## src/rtcad_consts.vh

```
`ifndef RTCAD_CONSTS_VH
`define RTCAD_CONSTS_VH
// Register word indices on the Avalon-MM slave
`define RTCAD_OFS_LOW       2'h0
`define RTCAD_OFS_HIGH      2'h1
// Reset values of the two registers
`define RTCAD_LOW_RST       16'h0000
`define RTCAD_HIGH_RST      16'h0000
// Reset values of the bus outputs
`define RTCAD_RDATA_RST     32'h00000000
`define RTCAD_WAIT_RST      1'b1
// Writable bit masks; every other bit reads as zero
`define RTCAD_LOW_MASK      16'h3f07
`define RTCAD_HIGH_MASK     16'hff1f
// Field positions in the low register
`define RTCAD_DAYT_HI       13
`define RTCAD_DAYT_LO       12
`define RTCAD_DAYU_HI       11
`define RTCAD_DAYU_LO       8
`define RTCAD_ALARM_WEEKDAY_HI       2
`define RTCAD_ALARM_WEEKDAY_LO       0
// Field positions in the high register
`define RTCAD_YRT_HI        15
`define RTCAD_YRT_LO        12
`define RTCAD_YRU_HI        11
`define RTCAD_YRU_LO        8
`define RTCAD_MTHT_BIT      4
`define RTCAD_MTHU_HI       3
`define RTCAD_MTHU_LO       0
// Answer to an unmapped address
`define RTCAD_UNMAPPED      32'h00000000
`endif

```

## src/rtcad_alarm_date.v

```verilog
// Chosen here: the register offsets and register access over Avalon-MM.
`timescale 1ns/1ps
`include "rtcad_consts.vh"
// Behaviour
// Day tens in low bits 13:12
// Day units in low bits 11:8
// Weekday in low bits 2:0
// Unused bits read zero, ignore writes
// Year tens in high bits 15:12
// Year units in high bits 11:8
// Month tens in high bit 4
// Month units in high bits 3:0
// Digits passed on unchecked and uncorrected
module rtcad_alarm_date (
	input  wire        sys_clk_in,
	input  wire        rst_in,
	input  wire [1:0]  avs_address_in,
	input  wire        avs_read_in,
	input  wire        avs_write_in,
	input  wire [31:0] avs_writedata_in,
	input  wire [3:0]  avs_byteenable_in,
	output reg  [31:0] avs_readdata_out,
	output reg         avs_waitrequest_out,
	output reg  [1:0]  alarm_day_tens_out,
	output reg  [3:0]  alarm_day_units_out,
	output reg  [2:0]  alarm_weekday_out,
	output reg  [3:0]  alarm_year_tens_out,
	output reg  [3:0]  alarm_year_units_out,
	output reg         alarm_month_tens_out,
	output reg  [3:0]  alarm_month_units_out
);
	// Handshake states: a request is seen in idle and answered in the
	// following cycle, which also keeps read data on a flop
	localparam ST_IDLE   = 1'b0;
	localparam ST_ANSWER = 1'b1;

	// Reset words as parameters, so their fields can be sliced
	localparam [15:0] LOW_RST  = `RTCAD_LOW_RST;
	localparam [15:0] HIGH_RST = `RTCAD_HIGH_RST;

	// Stored words, already masked inside the register instances
	wire [15:0] low_q;
	wire [15:0] high_q;

	// Field slices handed to the output flops
	wire [1:0]  day_tens_nxt;
	wire [3:0]  day_units_nxt;
	wire [2:0]  weekday_nxt;
	wire [3:0]  year_tens_nxt;
	wire [3:0]  year_units_nxt;
	wire        month_tens_nxt;
	wire [3:0]  month_units_nxt;

	// Bus decode and handshake
	wire        req;
	wire        sel_low;
	wire        sel_high;
	wire        wr_accept;
	wire        wr_low;
	wire        wr_high;
	reg         state_r;
	reg         state_nxt;
	reg         waitrequest_nxt;
	reg         rdata_load;
	reg  [31:0] rdata_nxt;

	// Either direction counts as a request; the master never raises both
	assign req      = avs_read_in | avs_write_in;
	assign sel_low  = (avs_address_in == `RTCAD_OFS_LOW);
	assign sel_high = (avs_address_in == `RTCAD_OFS_HIGH);

	// Writes land only at the edge where the master sees waitrequest low,
	// so the word changes exactly when the master counts the write as done
	assign wr_accept = avs_write_in & (state_r == ST_ANSWER);
	assign wr_low    = wr_accept & sel_low;
	assign wr_high   = wr_accept & sel_high;
	// Unmapped addresses select neither word, so writes there are dropped
	// Byte lanes 3:2 and write data bits 31:16 have nothing behind them

	// masked storage
	rtcad_field_reg #(
		.MASK (`RTCAD_LOW_MASK),
		.RST  (`RTCAD_LOW_RST)
	) u_low (
		.sys_clk_in (sys_clk_in),
		.rst_in     (rst_in),
		.wr_en_in   (wr_low),
		.be_in      (avs_byteenable_in[1:0]),
		.wdata_in   (avs_writedata_in[15:0]),
		.q_out      (low_q)
	);

	// masked storage
	rtcad_field_reg #(
		.MASK (`RTCAD_HIGH_MASK),
		.RST  (`RTCAD_HIGH_RST)
	) u_high (
		.sys_clk_in (sys_clk_in),
		.rst_in     (rst_in),
		.wr_en_in   (wr_high),
		.be_in      (avs_byteenable_in[1:0]),
		.wdata_in   (avs_writedata_in[15:0]),
		.q_out      (high_q)
	);

	// unused bits read zero
	// Storage is masked already, so the mux needs no masking of its own;
	// the upper half-word and unmapped addresses read zero
	always @*
	begin
		case (avs_address_in)
			`RTCAD_OFS_LOW:  rdata_nxt = {16'h0000, low_q};
			`RTCAD_OFS_HIGH: rdata_nxt = {16'h0000, high_q};
			default:         rdata_nxt = `RTCAD_UNMAPPED;
		endcase
	end

	// Handshake next state: one wait state per request, then a cycle with
	// waitrequest high, so a request still held is never answered twice
	always @*
	begin
		state_nxt       = state_r;
		waitrequest_nxt = 1'b1;
		rdata_load      = 1'b0;
		case (state_r)
			ST_IDLE:
			begin
				if (req)
				begin
					state_nxt       = ST_ANSWER;
					waitrequest_nxt = 1'b0;
					// Read data are taken now and stand while the master samples
					rdata_load      = avs_read_in;
				end
			end
			ST_ANSWER:
			begin
				// The master releases at this edge; go back to idle
				state_nxt = ST_IDLE;
			end
			default:
			begin
				state_nxt = ST_IDLE;
			end
		endcase
	end

	// Handshake registers; waitrequest mirrors the state but has its own
	// flop so the port leaves a register directly; read data stand until
	// the next read is answered
	always @(posedge sys_clk_in or posedge rst_in)
	begin
		if (rst_in)
		begin
			state_r             <= ST_IDLE;
			avs_waitrequest_out <= `RTCAD_WAIT_RST;
			avs_readdata_out    <= `RTCAD_RDATA_RST;
		end
		else
		begin
			state_r             <= state_nxt;
			avs_waitrequest_out <= waitrequest_nxt;
			if (rdata_load)
				avs_readdata_out <= rdata_nxt;
		end
	end

	// Field slices; each digit goes out exactly as stored
	// day tens
	assign day_tens_nxt    = low_q[`RTCAD_DAYT_HI:`RTCAD_DAYT_LO];
	// day units
	assign day_units_nxt   = low_q[`RTCAD_DAYU_HI:`RTCAD_DAYU_LO];
	// weekday field
	assign weekday_nxt     = low_q[`RTCAD_ALARM_WEEKDAY_HI:`RTCAD_ALARM_WEEKDAY_LO];
	// year tens
	assign year_tens_nxt   = high_q[`RTCAD_YRT_HI:`RTCAD_YRT_LO];
	// year units
	assign year_units_nxt  = high_q[`RTCAD_YRU_HI:`RTCAD_YRU_LO];
	// month tens
	assign month_tens_nxt  = high_q[`RTCAD_MTHT_BIT];
	// month units
	assign month_units_nxt = high_q[`RTCAD_MTHU_HI:`RTCAD_MTHU_LO];

	// Low-word fields, one edge behind the stored word so every output
	// leaves a flop; a date written lane by lane reaches the comparator in
	// steps, so software should hold matching off while it rewrites
	always @(posedge sys_clk_in or posedge rst_in)
	begin
		if (rst_in)
		begin
			alarm_day_tens_out    <= LOW_RST[`RTCAD_DAYT_HI:`RTCAD_DAYT_LO];
			alarm_day_units_out   <= LOW_RST[`RTCAD_DAYU_HI:`RTCAD_DAYU_LO];
			alarm_weekday_out     <= LOW_RST[`RTCAD_ALARM_WEEKDAY_HI:`RTCAD_ALARM_WEEKDAY_LO];
		end
		else
		begin
			// no range check
			alarm_day_tens_out    <= day_tens_nxt;
			alarm_day_units_out   <= day_units_nxt;
			alarm_weekday_out     <= weekday_nxt;
		end
	end

	// High-word fields, the same one-edge delay
	always @(posedge sys_clk_in or posedge rst_in)
	begin
		if (rst_in)
		begin
			alarm_year_tens_out   <= HIGH_RST[`RTCAD_YRT_HI:`RTCAD_YRT_LO];
			alarm_year_units_out  <= HIGH_RST[`RTCAD_YRU_HI:`RTCAD_YRU_LO];
			alarm_month_tens_out  <= HIGH_RST[`RTCAD_MTHT_BIT];
			alarm_month_units_out <= HIGH_RST[`RTCAD_MTHU_HI:`RTCAD_MTHU_LO];
		end
		else
		begin
			// no range check
			alarm_year_tens_out   <= year_tens_nxt;
			alarm_year_units_out  <= year_units_nxt;
			alarm_month_tens_out  <= month_tens_nxt;
			alarm_month_units_out <= month_units_nxt;
		end
	end
endmodule // rtcad_alarm_date

```

## src/rtcad_field_reg.v

```verilog
`timescale 1ns/1ps
`include "rtcad_consts.vh"
// One masked 16-bit register; bits outside the mask are held at zero
module rtcad_field_reg #(
	parameter [15:0] MASK  = 16'hffff,
	parameter [15:0] RST   = 16'h0000
) (
	input  wire        sys_clk_in,
	input  wire        rst_in,
	input  wire        wr_en_in,
	input  wire [1:0]  be_in,
	input  wire [15:0] wdata_in,
	output reg  [15:0] q_out
);
	reg [15:0] q_nxt;

	// Byte-lane merge, then masking so unused bits never store
	always @*
	begin
		q_nxt = q_out;
		if (wr_en_in)
		begin
			if (be_in[0])
				q_nxt[7:0] = wdata_in[7:0];
			if (be_in[1])
				q_nxt[15:8] = wdata_in[15:8];
		end
		q_nxt = q_nxt & MASK;
	end

	// Storage
	always @(posedge sys_clk_in or posedge rst_in)
	begin
		if (rst_in)
			q_out <= RST & MASK;
		else
			q_out <= q_nxt;
	end
endmodule // rtcad_field_reg

```

## config.mk

```make
export PLATFORM = sky130hd
export DESIGN_NAME = rtcad_alarm_date
export DESIGN_NICKNAME = d
export VERILOG_FILES = /design/src/rtcad_alarm_date.v /design/src/rtcad_field_reg.v
export VERILOG_INCLUDE_DIRS = /design/src
export SDC_FILE = /design/constraint.sdc
export NUM_CORES = 1
export LEC_CHECK = 0
export BUFFER_PORTS_ARGS = -buffer_cell sky130_fd_sc_hd__buf_2
export CAP_MARGIN = 20
export CORE_MARGIN = 10
export CORE_UTILIZATION = 40
export CTS_CLUSTER_SIZE = 10
export DETAILED_ROUTE_END_ITERATION = 10
export PLACE_DENSITY = 0.71
export SYNTH_ARGS = -nofsm -noshare
export SYNTH_HDL_FRONTEND = slang
export SYNTH_SLANG_ARGS = --single-unit
```

## constraint.sdc

```tcl
create_clock -name sys_clk_in -period 1.7 [get_ports sys_clk_in]
set_input_delay 0.34 -clock sys_clk_in [delete_from_list [all_inputs] [get_ports sys_clk_in]]
set_output_delay 0.34 -clock sys_clk_in [all_outputs]
set_load 0.01 [all_outputs]
```

### Word-level counts from Yosys, hierarchy flattened

Cells that the tools add are included.

* shift operators: 0
* muxes and demuxes: 7
* add/sub/neg operators: 0
* divide/modulo/power cells: 0
* $lt $le $gt $ge: 0
* multiply operators: 0
* reduce and logical (&&, ||, !) cells: 5
* equality and inequality tests: 1
* bitwise logic cells: 5

Operators by type and width (number)
* $pmux W16 S2: 1
* $reduce_and A2 Y1: 4
* $mux W1: 5
* $and A1 B1 Y1: 3
* $eq A2 B1 Y1 const B: 1
* $logic_not A2 Y1: 1
* $pmux W1 S2: 1
* $not A1 Y1: 1
* $or A1 B1 Y1: 1

* input bits: 42
* bits in writable memories: 0
* word-level logic and storage cells: 32
* output and inout port bits: 55
* memories kept: 0
* latch bits: 0
* bits in registers: 78
* memory bits (read-only): 0

### Longest topological paths before layout

* depth in word-level cells: 3
* mapped depth: 4
* depth with buffers taken out: 3

### By module

From an unflattened synthesis, not the netlist that was laid out.

* cell total of the unflattened synthesis: 166
* area, all modules: 2555.0 µm²

By module, submodules not included
* rtcad_alarm_date: cells an instance 104, sequential area each 1002.2 µm², instances 1, area an instance 1605.3 µm²
* rtcad_field_reg at u_high: cells an instance 33, sequential area each 325.3 µm², instances 1, area an instance 511.7 µm²
* rtcad_field_reg at u_low: cells an instance 29, sequential area each 225.2 µm², instances 1, area an instance 437.9 µm²

### Worst setup path after synthesis

OpenSTA, ideal clock, no wires.

* path kind: flip-flop to flip-flop
* from: reg state_r
* to: reg u_low.q_out[0]
* path buffers: 0
* clock period less this slack: 1233 ps
* cell stages (with the launch flop): 4
* data required time: 1575 ps
* setup slack: 467 ps
* setup time: 125 ps
* arrival time: 1108 ps
* cells stage by stage: dfrtp_1 -> nand3_1 -> nor3_4 -> mux2_2

* cells in the longest elaborated chain, start to end: 3

Ends and longest elaborated chain
* start: declaration: line rtcad_alarm_date.v:61 `reg state_r;`
* start signal: assignment: line rtcad_alarm_date.v:161 `state_r <= state_nxt;`
* $and A1 B1 Y1: line rtcad_alarm_date.v:74 `assign wr_accept = avs_write_in & (state_r == ST_ANSWER);`
* $and A1 B1 Y1: line rtcad_alarm_date.v:75 `assign wr_low = wr_accept & sel_low;`
* $reduce_and A2 Y1 (no line)
* end signal: assignment: line rtcad_field_reg.v:35 `q_out <= RST & MASK;`
* end signal: assignment: line rtcad_field_reg.v:37 `q_out <= q_nxt;`
* end: declaration: line rtcad_field_reg.v:13 `output reg [15:0] q_out`

Every way passes these cells.
A chain may end at the register's enable or synchronous reset.

### Worst setup path after layout

* from: reg state_r
* to: reg u_low.q_out[9]

Same word-level chain as after synthesis.

==> flow_summary_export.csv <==
group,metric,value,unit
worst_setup_path,rr_worst_depth,3,
floorplan,die_y,95.6,um
global_route,track_usage,0.105,
route,wl,4570,um
worst_setup_path,critPathTopFamily,"simple AND/OR/NAND/NOR gates",
clocking,clockBufferDepth,2,
global_route,grt_pass1_vias,1458,
pwr,power_frac_clock,0.314,
worst_setup_path,rr_endpoint,"u_low.q_out[9]",
worst_setup_path,path_depth,3,
timing,setup_viol,0,
pwr,pwr_density_cell,1400,nW/um^2
worst_setup_path,worst_ep_required_time,1.90,ns
pwr,leakage,0.00145,uW
worst_setup_path,endpoint_kind,"register",
floorplan,rows,27,
synthesis,synth.area.top_cells,"dfrtp_1, mux2_4, buf_4, mux2_2, mux2i_1",
final_layout,layout.cells.non_filler,291,
clocking,clk_pin_slew,0.06,ns
synthesis,ys_warn_count,0,
final_layout,diodes,0,
worst_setup_path,crit_type,"register to register",
worst_setup_path,endpoint,"u_low.q_out[9]",
floorplan,start_util,0.413,
floorplan,dieArea,9140,sq um
timing,setup-tns-final,0,ns
pwr,p_comb_frac,0.189,
pwr,worst_ir_drop_vdd,0.000554,V
pwr,seq_power_share,0.497,
floorplan,coreArea,5540,sq um
worst_setup_path,max_stage_delay,0.43,ns
clocking,cts_made_buffers,9,
worst_setup_path,r2r-start,"state_r",
timing,finalHoldViolations,0,
timing,hold_ws,0.0614,ns
clocking,cts_sinks,59,
final_layout,syn_to_final_growth,22.2,%
synthesis,synth_cell_type_count,22,
worst_setup_path,path_max_fanout,6,
global_route,grt_max_degree,31,
floorplan,io_pins,97,
synthesis,syn_area_per_cell,15.4,sq um
final_layout,drive_gt1_frac,0.475,
route,via_per_inst,4.49,
route,drtIter0Drc,29,
worst_setup_path,cp.arrival,1.61,ns
clocking,clkLatencyLatePin,0.32,ns
worst_setup_path,crit_start,"state_r",
timing,fin_worst_skew,0.00641,ns
floorplan,dieWidth,95.6,um
outcome,outcome,"finished, final reports clean",
synthesis,synth_top_cell_by_area,"dfrtp_1",
place,portBuffers,56,
timing,rsz0062_at_grt,"false",
global_route,antenna_found_initial,0,
synthesis,synth_cells,149,
pwr,p_int,2900,uW
worst_setup_path,worst-path-buf-inv,0,
synthesis,synth_top_area_frac,0.635,
worst_setup_path,crit_chain,"nand3_4 > nor3_4 > mux2_2",
timing,min_period_over_period,0.829,
synthesis,synth_area,2290,sq um
timing,fmax,710,MHz
timing,slew_headroom,0.634,
flow_run,cap_viol_max_count,0,
clocking,cts-hold-fix-buffers,0,
timing,maxSlewViolCount,0,
min_path,hp-class,"input pin to asynchronous set/reset pin",
global_route,grt_pass1_wl,7280,um
clocking,cts_resized,0,
place,dp.cells,276,
timing,post-route-min-period,1.41,ns
synthesis,ys_seq_area_frac,0.646,
route,firstDrtPassIters,4,
route,vias,1308,
worst_setup_path,cp-start-kind,"register",
clocking,cts.root.buffer_cell,"clkbuf_8",
route,route.detailed.drc,0,
worst_setup_path,crit_slowest_cell,"dfrtp_1",
pwr,p_switching,1030,uW
clocking,htree_levels,3,
timing,tightest_slew,0.548,ns
final_layout,nets,257,
route,antenna_left,0,
place,gp_congestion,0.684,
global_route,grt.overflow.total,0,
synthesis,synth_seq_cells,59,
clocking,cts_tree,"built",
worst_setup_path,r2r_setup_slack,0.29,ns
place,placed_cell_area,2600,sq um
route,wl_per_cell,15.7,um
clocking,postCtsSetupRepairBufs,0,
final_layout,design_area,2790,sq um
place,post-dp-hpwl,3490,um
pwr,sw_frac_of_total,0.262,
[power by group through the flow]
stage / Sequential (uW) / Combinational [uW] / Clock (uW)
floorplan: 2050 / 368 / 0
global placement: 1960 / 748 / 0
detailed placement: 1980 / 763 / 0
CTS: 1960 / 763 / 1270
global route: 2000 / 822 / 1320
finish: 1950 / 741 / 1230
[cells in the mapped netlist (all sizes together)]
library cell and n:
dfrtp 58, buf 22, mux2 22, mux2i 9, nand2 9, o21ai 9
a22o 4, nor2 4, inv 2, nand2b 2, nand3 2, nor3 2
or2 2, conb 1, dfstp 1
[per-stage QoR]
step / util / power [uW] / worst slack [ns]
after floorplan: - / 2420 / 0.467
after global placement: 0.469 / 2710 / 0.214
after detailed placement: 0.469 / 2740 / 0.212
after CTS: 0.504 / 3990 / 0.278
after global routing: 0.504 / 4150 / 0.226
final: 0.504 / 3920 / 0.291
[state kept, by name, summed over array words and instances (netlist names)]
register               flops
avs_readdata_out          13
u_high.q_out              13
u_low.q_out                9
alarm_day_units_out        4
alarm_month_units_out      4
alarm_year_tens_out        4
alarm_year_units_out       4
alarm_weekday_out          3
alarm_day_tens_out         2
alarm_month_tens_out       1
avs_waitrequest_out        1
state_r                    1
[how the worst min path moves through the flow]
stage	to	cells past startpoint
finish	avs_readdata_out[1]	2
global route	alarm_weekday_out[1]	2
CTS	alarm_month_units_out[1]	2
detailed placement	alarm_weekday_out[2]	0
global placement	alarm_weekday_out[2]	0
floorplan	alarm_day_tens_out[0]	0
[layout make-up]
cell class | count | area (sq um)
Fill cell | 517 | 2750
Sequential cell | 59 | 1480
Multi-Input combinational cell | 84 | 706
Timing Repair Buffer | 59 | 315
Clock buffer | 13 | 159
Tap cell | 72 | 90.1
Clock inverter | 2 | 35.0
Inverter | 2 | 11.3
[metal layers]
| layer | vias to the layer above | track usage | wire length [um] |
|---|---|---|---|
| met5 | - | 0 | 0 |
| met4 | 0 | 0.0553 | 77 |
| met3 | 8 | 0.0448 | 469 |
| met2 | 52 | 0.168 | 2190 |
| met1 | 648 | 0.118 | 1830 |
| li1 | 600 | - | - |
[layout by cell type (no fill, tap or decap), types with 2 or more instances in the layout]
| cell type | count |
|---|---|
| mux2i_1 | 9 |
| conb_1 | 19 |
| a22o_1 | 4 |
| nand2_1 | 9 |
| buf_2 | 56 |
| clkbuf_1 | 2 |
| mux2_2 | 9 |
| nand2b_4 | 2 |
| clkbuf_8 | 11 |
| dfrtp_1 | 58 |
| nor3_4 | 2 |
| nor2_1 | 2 |
| mux2_4 | 13 |
| buf_4 | 2 |
| o21ai_0 | 9 |
[kinds of logic (layout without fill, tap and decap cells)]
kind of cell | after synthesis | count (layout) | share of synthesized area
flops | 59 | 59 | 0.646
mux | 31 | 31 | 0.169
simple gates | 21 | 21 | 0.0733
compound gates | 13 | 13 | 0.0350
other cells | 1 | 19 | 0.00164
buf+inv | 24 | 76 | 0.0749
Note: power is estimated with default switching activity, not from simulation.
